`config.mk`:
```
export PLATFORM = sky130hd
export DESIGN_NAME = asc_ctrl
export DESIGN_NICKNAME = d
export VERILOG_FILES = /design/src/asc_pkg.sv /design/src/asc_ctrl.sv
export SDC_FILE = /design/constraint.sdc
export NUM_CORES = 1
export LEC_CHECK = 0
export ABC_AREA = 1
export BUFFER_PORTS_ARGS = -buffer_cell sky130_fd_sc_hd__buf_4
export CAP_MARGIN = 20
export CELL_PAD_IN_SITES_DETAIL_PLACEMENT = 0
export CELL_PAD_IN_SITES_GLOBAL_PLACEMENT = 1
export CORE_ASPECT_RATIO = 0.75
export CORE_UTILIZATION = 36
export CTS_CLUSTER_SIZE = 30
export DETAILED_ROUTE_END_ITERATION = 10
export PLACE_DENSITY = 0.79
export SLEW_MARGIN = 20
export SYNTH_ARGS = -nofsm -noshare
export SYNTH_HDL_FRONTEND = slang
export SYNTH_SLANG_ARGS = --single-unit
```
`constraint.sdc`:
```
create_clock -name ref_clk -period 2.92 [get_ports ref_clk]
set_input_delay 0.876 -clock ref_clk [delete_from_list [all_inputs] [get_ports ref_clk]]
set_output_delay 0.876 -clock ref_clk [all_outputs]
set_load 0.05 [all_outputs]
```
`src/asc_pkg.sv`:
```
/*
  package for the converter status and first control register block:
  offsets, field positions, reset values and sequencer states.
  assumes a 32-bit APB register bus and one 125 MHz clock.
*/
`default_nettype none
package asc_pkg;
  // register byte offsets
  localparam logic [11:0] STATUS_OFS  = 12'h000;
  localparam logic [11:0] CTRL1_OFS   = 12'h004;
  localparam logic [11:0] WHIGH_OFS   = 12'h024;
  localparam logic [11:0] WLOW_OFS    = 12'h028;
  localparam logic [11:0] RESULT_OFS  = 12'h04c;
  // status bit positions
  localparam int ST_WATCH   = 0;
  localparam int ST_DONE    = 1;
  localparam int ST_JDONE   = 2;
  localparam int ST_JSTART  = 3;
  localparam int ST_RSTART  = 4;
  // control bit positions
  localparam int C_WCH_LO   = 0;
  localparam int C_DONE_IE  = 5;
  localparam int C_WATCH_IE = 6;
  localparam int C_JDONE_IE = 7;
  localparam int C_SCAN     = 8;
  localparam int C_WSINGLE  = 9;
  localparam int C_AUTOJ    = 10;
  localparam int C_RBURST   = 11;
  localparam int C_JBURST   = 12;
  localparam int C_BCNT_LO  = 13;
  localparam int C_WINJ     = 22;
  localparam int C_WREG     = 23;
  localparam int C_TOUCH_KEY_UNIT     = 24;
  // writable masks and reset values
  localparam logic [31:0] STATUS_MASK  = 32'h0000001f;
  localparam logic [31:0] CTRL1_MASK   = 32'h01c0ffef;
  localparam logic [31:0] STATUS_RST   = 32'h00000000;
  localparam logic [31:0] CTRL1_RST    = 32'h00000000;
  localparam logic [11:0] WHIGH_RST    = 12'hfff;
  localparam logic [11:0] WLOW_RST     = 12'h000;
  // conversion time of one channel
  localparam int CONV_NS     = 112;
  localparam int CLK_NS      = 8;
  localparam int CONV_CYCLES = (CONV_NS + CLK_NS - 1) / CLK_NS;
  typedef enum logic [1:0] {SEQ_IDLE, SEQ_REG, SEQ_INJ} asc_seq_t;
endpackage
`default_nettype wire

```
`src/asc_ctrl.sv`:
```
/*
  converter status flags, control register one, watchdog thresholds and a
  small channel sequencer standing in for the converter's sequencing.
  assumes an APB master on ref_clk; conversion results arrive on sampleIn
  when the sequencer asks for them and are taken as ready at the end of
  each conversion slot.
*/
// The placing of the registers and the APB register port are this design's own decisions.
`timescale 1ns/1ps
`default_nettype none

module asc_ctrl
  import asc_pkg::*;
#(
  parameter int REG_LEN = 16,             // regular sequence length
  parameter int INJ_LEN = 4               // injected sequence length
) (
  input  wire logic        ref_clk,       // system clock
  input  wire logic        rst,           // synchronous reset, active high
  input  wire logic        psel,          // apb select
  input  wire logic        penable,       // apb access phase
  input  wire logic        pwrite,        // apb direction
  input  wire logic [11:0] paddr,         // apb byte address
  input  wire logic [31:0] pwdata,        // apb write data
  output logic      [31:0] prdata,        // apb read data
  output logic             pready,        // apb ready
  output logic             pslverr,       // apb error on unmapped address
  input  wire logic        regularTrig,   // regular group trigger pulse
  input  wire logic        injectedTrig,  // injected group trigger pulse
  input  wire logic [11:0] sampleIn,      // result of the channel converting
  output logic      [3:0]  channelOut,    // channel being converted
  output logic             convActive,    // a conversion slot is running
  output logic             touchKeyOn,    // touch key unit enable
  output logic             irqOut         // converter interrupt request
);

  // ---------------------------------------------------------------
  // registers
  // ---------------------------------------------------------------
  logic [4:0]  statusQ;
  logic [31:0] ctrlQ;
  logic [11:0] highQ, lowQ, resultQ;
  asc_seq_t    seqQ;
  logic [3:0]  idxQ;           // position within the running group
  logic [3:0]  rBaseQ, jBaseQ; // next subgroup start in burst mode
  logic [2:0]  burstQ;         // channels done in this burst
  logic [7:0]  slotQ;          // cycles left of the current conversion
  logic        autoPendQ;

  wire setup  = psel & ~penable;
  wire access = psel & penable;
  wire wrAcc  = access & pwrite;
  wire rdAcc  = access & ~pwrite;

  function automatic logic mapped(input logic [11:0] a);
    mapped = (a == STATUS_OFS) || (a == CTRL1_OFS) || (a == WHIGH_OFS) ||
             (a == WLOW_OFS) || (a == RESULT_OFS);
  endfunction

  // ---------------------------------------------------------------
  // apb slave: no wait state, answer in the first cycle of the access phase
  // ---------------------------------------------------------------
  always_ff @(posedge ref_clk) begin
    if (rst) begin
      pready  <= 1'b0;
      pslverr <= 1'b0;
      prdata  <= 32'h00000000;
    end else begin
      pready  <= setup;
      pslverr <= setup & ~mapped(paddr);
      prdata  <= 32'h00000000;
      if (setup && !pwrite) begin
        case (paddr)
          STATUS_OFS: prdata <= {27'h0000000, statusQ};
          CTRL1_OFS:  prdata <= ctrlQ & CTRL1_MASK;
          WHIGH_OFS:  prdata <= {20'h00000, highQ};
          WLOW_OFS:   prdata <= {20'h00000, lowQ};
          RESULT_OFS: prdata <= {20'h00000, resultQ};
          default:    prdata <= 32'h00000000;
        endcase
      end
    end
  end
  // the access edge is the one where pready is high
  wire wrNow = wrAcc & pready;
  wire rdNow = rdAcc & pready;

  // ---------------------------------------------------------------
  // control and limit registers
  // ---------------------------------------------------------------
  always_ff @(posedge ref_clk) begin
    if (rst) begin
      ctrlQ <= CTRL1_RST;
      highQ <= WHIGH_RST;
      lowQ  <= WLOW_RST;
    end else if (wrNow) begin
      if (paddr == CTRL1_OFS) ctrlQ <= pwdata & CTRL1_MASK;
      if (paddr == WHIGH_OFS) highQ <= pwdata[11:0];
      if (paddr == WLOW_OFS)  lowQ  <= pwdata[11:0];
    end
  end

  wire       scanOn   = ctrlQ[C_SCAN];
  wire       rBurst   = ctrlQ[C_RBURST];
  wire       jBurst   = ctrlQ[C_JBURST];
  wire [2:0] bcnt     = ctrlQ[C_BCNT_LO +: 3];
  wire [3:0] watchCh  = ctrlQ[C_WCH_LO +: 4];

  // ---------------------------------------------------------------
  // sequencer: slot counting and channel stepping
  // ---------------------------------------------------------------
  wire slotEnd   = (seqQ != SEQ_IDLE) && (slotQ == 8'h00);
  wire [3:0] lastIdx = (seqQ == SEQ_INJ) ? 4'(INJ_LEN - 1) : 4'(REG_LEN - 1);
  wire isBurst   = (seqQ == SEQ_INJ) ? jBurst : rBurst;
  // in burst mode the injected group converts one channel per trigger
  wire [2:0] burstMax = (seqQ == SEQ_INJ) ? 3'h0 : bcnt;
  wire groupEnd  = slotEnd && (idxQ == lastIdx || !scanOn);
  wire burstEnd  = slotEnd && isBurst && (burstQ == burstMax);

  // watchdog compare on the finishing slot
  wire groupWatched = (seqQ == SEQ_REG) ? ctrlQ[C_WREG] :
                      (seqQ == SEQ_INJ) ? ctrlQ[C_WINJ] : 1'b0;
  wire chanWatched  = !ctrlQ[C_WSINGLE] || (channelOut == watchCh);
  wire outOfRange   = (sampleIn > highQ) || (sampleIn < lowQ);
  wire alarmNow     = slotEnd && groupWatched && chanWatched && outOfRange;
  // an enabled alarm in scan mode stops the sequence
  wire abortScan    = alarmNow && ctrlQ[C_WATCH_IE] && scanOn;

  wire startReg = (seqQ == SEQ_IDLE) && regularTrig && !injectedTrig;
  wire startInj = (seqQ == SEQ_IDLE) && (injectedTrig || autoPendQ);
  wire stopSeq  = groupEnd || burstEnd || abortScan;
  wire regDone  = slotEnd && (seqQ == SEQ_REG) && groupEnd && !abortScan;
  wire injDone  = slotEnd && (seqQ == SEQ_INJ) && groupEnd && !abortScan;

  always_ff @(posedge ref_clk) begin
    if (rst) begin
      seqQ   <= SEQ_IDLE;
      idxQ   <= 4'h0;
      slotQ  <= 8'h00;
      burstQ <= 3'h0;
    end else begin
      case (seqQ)
        SEQ_IDLE: begin
          burstQ <= 3'h0;
          slotQ  <= 8'(CONV_CYCLES - 1);
          if (startInj) begin
            seqQ <= SEQ_INJ;
            idxQ <= jBurst ? jBaseQ : 4'h0;
          end else if (startReg) begin
            seqQ <= SEQ_REG;
            idxQ <= rBurst ? rBaseQ : 4'h0;
          end
        end
        SEQ_REG, SEQ_INJ: begin
          if (slotEnd) begin
            slotQ <= 8'(CONV_CYCLES - 1);
            if (stopSeq) begin
              seqQ <= SEQ_IDLE;
            end else begin
              idxQ   <= idxQ + 4'h1;
              burstQ <= burstQ + 3'h1;
            end
          end else begin
            slotQ <= slotQ - 8'h01;
          end
        end
        default: seqQ <= SEQ_IDLE;
      endcase
    end
  end

  // burst subgroup bases wrap to zero after the last subgroup
  always_ff @(posedge ref_clk) begin
    if (rst) begin
      rBaseQ <= 4'h0;
      jBaseQ <= 4'h0;
    end else if (slotEnd && stopSeq) begin
      if (seqQ == SEQ_REG) rBaseQ <= groupEnd ? 4'h0 : idxQ + 4'h1;
      if (seqQ == SEQ_INJ) jBaseQ <= groupEnd ? 4'h0 : idxQ + 4'h1;
    end
  end

  // automatic injected follow-up after a completed regular group
  always_ff @(posedge ref_clk) begin
    if (rst) begin
      autoPendQ <= 1'b0;
    end else if (regDone && ctrlQ[C_AUTOJ]) begin
      autoPendQ <= 1'b1;
    end else if (startInj) begin
      autoPendQ <= 1'b0;
    end
  end

  // latest result, kept for the regular result register
  always_ff @(posedge ref_clk) begin
    if (rst) begin
      resultQ <= 12'h000;
    end else if (slotEnd && seqQ == SEQ_REG) begin
      resultQ <= sampleIn;
    end
  end

  // ---------------------------------------------------------------
  // status flags: hardware set wins over software clear
  // ---------------------------------------------------------------
  wire stWr   = wrNow && (paddr == STATUS_OFS);
  wire resRd  = rdNow && (paddr == RESULT_OFS);
  wire [4:0] clr = stWr ? ~pwdata[4:0] : 5'h00;
  logic [4:0] setV;
  always_comb begin
    setV = 5'h00;
    setV[ST_RSTART] = startReg && !startInj;
    setV[ST_JSTART] = startInj;
    setV[ST_JDONE]  = injDone;
    setV[ST_DONE]   = regDone || injDone;
    setV[ST_WATCH]  = alarmNow;
  end

  always_ff @(posedge ref_clk) begin
    if (rst) begin
      statusQ <= STATUS_RST[4:0];
    end else begin
      statusQ <= (statusQ & ~clr & ~(resRd ? 5'h02 : 5'h00)) | setV;
    end
  end

  // ---------------------------------------------------------------
  // outputs
  // ---------------------------------------------------------------
  always_ff @(posedge ref_clk) begin
    if (rst) begin
      irqOut     <= 1'b0;
      touchKeyOn <= 1'b0;
      channelOut <= 4'h0;
      convActive <= 1'b0;
    end else begin
      irqOut <= (statusQ[ST_JDONE] & ctrlQ[C_JDONE_IE]) |
                (statusQ[ST_WATCH] & ctrlQ[C_WATCH_IE]) |
                (statusQ[ST_DONE]  & ctrlQ[C_DONE_IE]);
      touchKeyOn <= ctrlQ[C_TOUCH_KEY_UNIT];
      channelOut <= idxQ;
      convActive <= (seqQ != SEQ_IDLE);
    end
  end

endmodule
`default_nettype wire

```
==> impl_results.rst <==
.. list-table::
   :header-rows: 1

   * - Metric
     - Value
   * - Setup TNS
     - 0 ns
   * - Register-to-Register Setup Slack
     - 0.61 ns
   * - Clock root cell
     - clkbuf_16
   * - Final critical path time including I/O delays and setup
     - 2.44 ns
   * - Largest cells by area after synthesis
     - dfxtp_1 39%, nand2_1 7.4%, nor2_1 6.8%
   * - Static Leakage
     - 3.38 nW
   * - Number of H-tree branching levels
     - 4
   * - Fraction of synthesized area in multiplexers
     - 0%
   * - Bufs and invs on worst path
     - 2
   * - Synthesized-area fraction occupied by xor and xnor cells
     - 2.28%
   * - Cell-by-cell trace of the critical path
     - buf_4 > ha_1 > nand2_1 > inv_1 > nand2_1 > nor2_1 > nand4_1 > nand2_1 > nand2_1 > nand3_2 > nand3_4 > nand2_4 > nand3_1 > nand2_1 > nor2_1
   * - Final estimated routing congestion in global placement
     - 0.820
   * - Die footprint
     - 16,500 µm²
   * - Fraction of registers with async set/reset
     - 0%
   * - Final Hold Viols
     - 0
   * - Starting DRC count in detailed routing
     - 436
   * - Initial standard-cell utilization of the core
     - 37.4%
   * - Total power per unit cell area
     - 721 nW/µm²
   * - Slowest CP cell
     - ha_1
   * - Final max-slew violation count
     - 0
   * - Power consumption
     - 0.00519 W
   * - WL/cell
     - 14.8 µm
   * - Mean instance size in the synthesized netlist
     - 7.57 µm²
   * - Slew at the pin closest to its max-slew limit
     - 0.637 ns
   * - Synthesized cell area
     - 5770 µm²
   * - Type of element launching the critical path
     - input port
   * - Clock sink count
     - 113
   * - Via/cell ratio
     - 4.82
   * - Delay-heaviest family, CP
     - simple AND/OR/NAND/NOR gates
   * - First drt pass iteration count
     - 5
   * - Hold-critical path endpoint
     - highQ[9]$_SDFFE_PP1P_
   * - Crit share post-route
     - 83.6%
   * - Fin cells
     - 1,066
   * - Gr busiest metal
     - met1
   * - Classification of the worst-slack hold path
     - reg2reg
   * - Initial antenna violation count
     - 0
   * - DRT Wirelength
     - 15,800 µm
   * - Cell Area, Placed
     - 6540 µm²
   * - Number of setup buffers added after CTS
     - 0
   * - Compound-Gate Fraction of Synth Area
     - 16.7%
   * - Adder and majority gate portion of the synthesized area
     - 6.72%
   * - Via count of the first global-routing pass
     - 4,710
   * - Gr usage total
     - 20.1%
   * - Largest net degree at the start of global routing
     - 61
   * - Half-perimeter wire length after placement
     - 11,800 µm
   * - Nets
     - 942
   * - Dominant combinational cell family by area after synthesis
     - simple AND/OR/NAND/NOR gates
   * - Met3 usage
     - 4.34%
   * - Simple-gate share of the synthesized area
     - 24.5%
   * - Count of distinct cell types in the synthesized netlist
     - 45
   * - Top cell type by total area after synthesis
     - dfxtp_1
   * - First-pass GRT wire length
     - 25,400 µm
   * - Maximum VDD drop
     - 0.407 mV
   * - Bufs on Longest Clock Path
     - 2
   * - Clock Skews
     - 0.0105 ns
   * - Worst setup slack before clock tree synthesis
     - 0.113 ns
   * - Ys Warns
     - 0
   * - Hold Crit Start
     - highQ[9]$_SDFFE_PP1P_
   * - Minimum setup slack in the final design
     - 0.480 ns
   * - Most instantiated library cell after synthesis
     - nand2_1
   * - Global route total overflow
     - 0
   * - Kind of end point of the critical path
     - flop
   * - Cell repeated most along the worst path
     - nand2_1
   * - Core Area
     - 15,400 µm²
   * - Worst skew pair latency
     - 0.41 ns
   * - R2R depth
     - 14
   * - Antenna viol nets, final
     - 0
   * - WP data required
     - 3.22 ns
   * - Number of buffers added on ports
     - 77
   * - Met2 track demand over resource
     - 26.3%
   * - Maximum single-stage delay on the critical path
     - 0.29 ns
   * - Crit path DAT
     - 2.74 ns
   * - Final design area excluding fillers
     - 7200 µm²
   * - Outcome
     - finished clean
   * - Most numerous cell types in the synthesized netlist
     - 114 x nand2_1, 113 x dfxtp_1, 104 x nor2_1
   * - Ratio of cells with drive above 1 in the final layout
     - 18.8%
   * - Fraction of the yosys area taken by sequential cells
     - 39.2%
   * - Number of placed instances, taps included
     - 1,034
   * - Top cell type's share of synthesized area
     - 39.2%
   * - Endpoint of the worst register-to-register path
     - jBaseQ[1]$_SDFFE_PP0P_
   * - Area growth from synthesis to layout
     - 24.8%
   * - Unrepaired setup endpoints after global routing
     - false
   * - GR Layer Usage met1
     - 31.9%
   * - Layout filler cell count
     - 1,561
   * - Hold buffer count at cts
     - 0
   * - Die span in x
     - 148 µm
   * - Std-Cell Rows
     - 39
   * - Clock slew seen by the registers of the worst setup and hold paths
     - 0.06 ns
   * - Largest fanout of any net on the critical path
     - 14
   * - WS Path Type
     - in2reg
   * - I/O pin total
     - 104
   * - CTS tree
     - yes
   * - # diodes
     - 0
   * - Count of cells resized by post-cts repair
     - 0
   * - Vertical extent of the die
     - 112 µm
   * - Synth Register Bits
     - 113
   * - Final setup violation count
     - 0
   * - Fmax
     - 410 MHz
   * - Most instantiated flip-flop cell in the synthesis netlist
     - dfxtp_1
   * - Hold path depth
     - 2
   * - Synth Instances
     - 762
   * - Total of max-cap violations
     - 0
   * - Total clock buffers created by CTS
     - 17
   * - Total vias in the final route
     - 5,143
   * - Post-synth EDFFs
     - 0
   * - DRC violation count after routing
     - 0
   * - Crit Reg-Reg Startpoint
     - seqQ[0]$_SDFFE_PP0P_
   * - Worst slew margin relative to its limit
     - 57.4%
[cell families (layout without fill, tap and decap cells)]
family,Yosys count,after routing
AND/OR/NAND/NOR,311,311
AO/OA/AOI/OAI,152,152
buffers and inverters,139,226
flip-flops,113,113
adder cells (fa/ha/maj),31,31
XOR/XNOR,15,15
other,1,13
[how the worst max path moves through the flow]
stage | slack [ns] | end | depth (start not counted) | start
finish | 0.48 | idxQ[3]$_SDFFE_PP0P_ | 15 | sampleIn[11]
global route | 0.27 | jBaseQ[2]$_SDFFE_PP0P_ | 14 | seqQ[0]$_SDFFE_PP0P_
CTS | 0.50 | idxQ[3]$_SDFFE_PP0P_ | 15 | sampleIn[11]
detailed placement | 0.11 | jBaseQ[0]$_SDFFE_PP0P_ | 15 | sampleIn[11]
global placement | 0.15 | jBaseQ[2]$_SDFFE_PP0P_ | 15 | sampleIn[11]
floorplan | 0.60 | burstQ[2]$_SDFFE_PP0P_ | 15 | sampleIn[11]
[stage by stage]
step	hold WS, ns	utilization, %
after floorplan	0.428	-
after global placement	0.440	42.4
after detailed placement	0.444	42.4
after CTS	0.458	46.7
after global routing	0.495	46.7
final	0.456	46.7
[worst min-delay path, delay by kind of cell (launching register included)]
family           cells  cell delay (ns)
DFF                  1             0.32
and+or+nand+nor      2             0.10
[sequential cells by signal, summed over array words and instances (netlist names), 5 cells and up]
| name | count |
|---|---|
| slotQ | 8 |
| highQ | 12 |
| statusQ | 5 |
| prdata | 19 |
| ctrlQ | 18 |
| lowQ | 12 |
| resultQ | 12 |
[power breakdown]
group          total (W)  switching (W)  internal (W)
clock            0.00230       0.000729       0.00157
sequential       0.00172      0.0000877       0.00163
combinational    0.00116       0.000760      0.000404
[placed cells by master (no fill, tap or decap), types with 14 or more instances in the layout]
| master | count |
|---|---|
| nand2_1 | 114 |
| dfxtp_1 | 113 |
| nor2_1 | 104 |
| inv_1 | 99 |
| buf_4 | 90 |
| a21oi_1 | 56 |
| nand3_1 | 53 |
| o21ai_0 | 51 |
| ha_1 | 31 |
| clkbuf_16 | 17 |
| a211oi_2 | 14 |
[cell type report]
type	count	area [µm²]	share of cell area (%)
multi-input combinational	522	2940	40.9
sequential	113	2260	31.4
timing repair buffer	91	696	9.67
clock buffer	21	470	6.54
inverter	103	387	5.37
tap	205	256	3.56
clock inverter	11	183	2.54
[per-layer routing]
layer / up-vias / part of all wire, %
li1: 2653 / -
met1: 2353 / 56
met2: 130 / 38
met3: 7 / 5.1
met4: 0 / 0.58
met5: - / 0
Note: power is estimated with default switching activity, not from simulation.
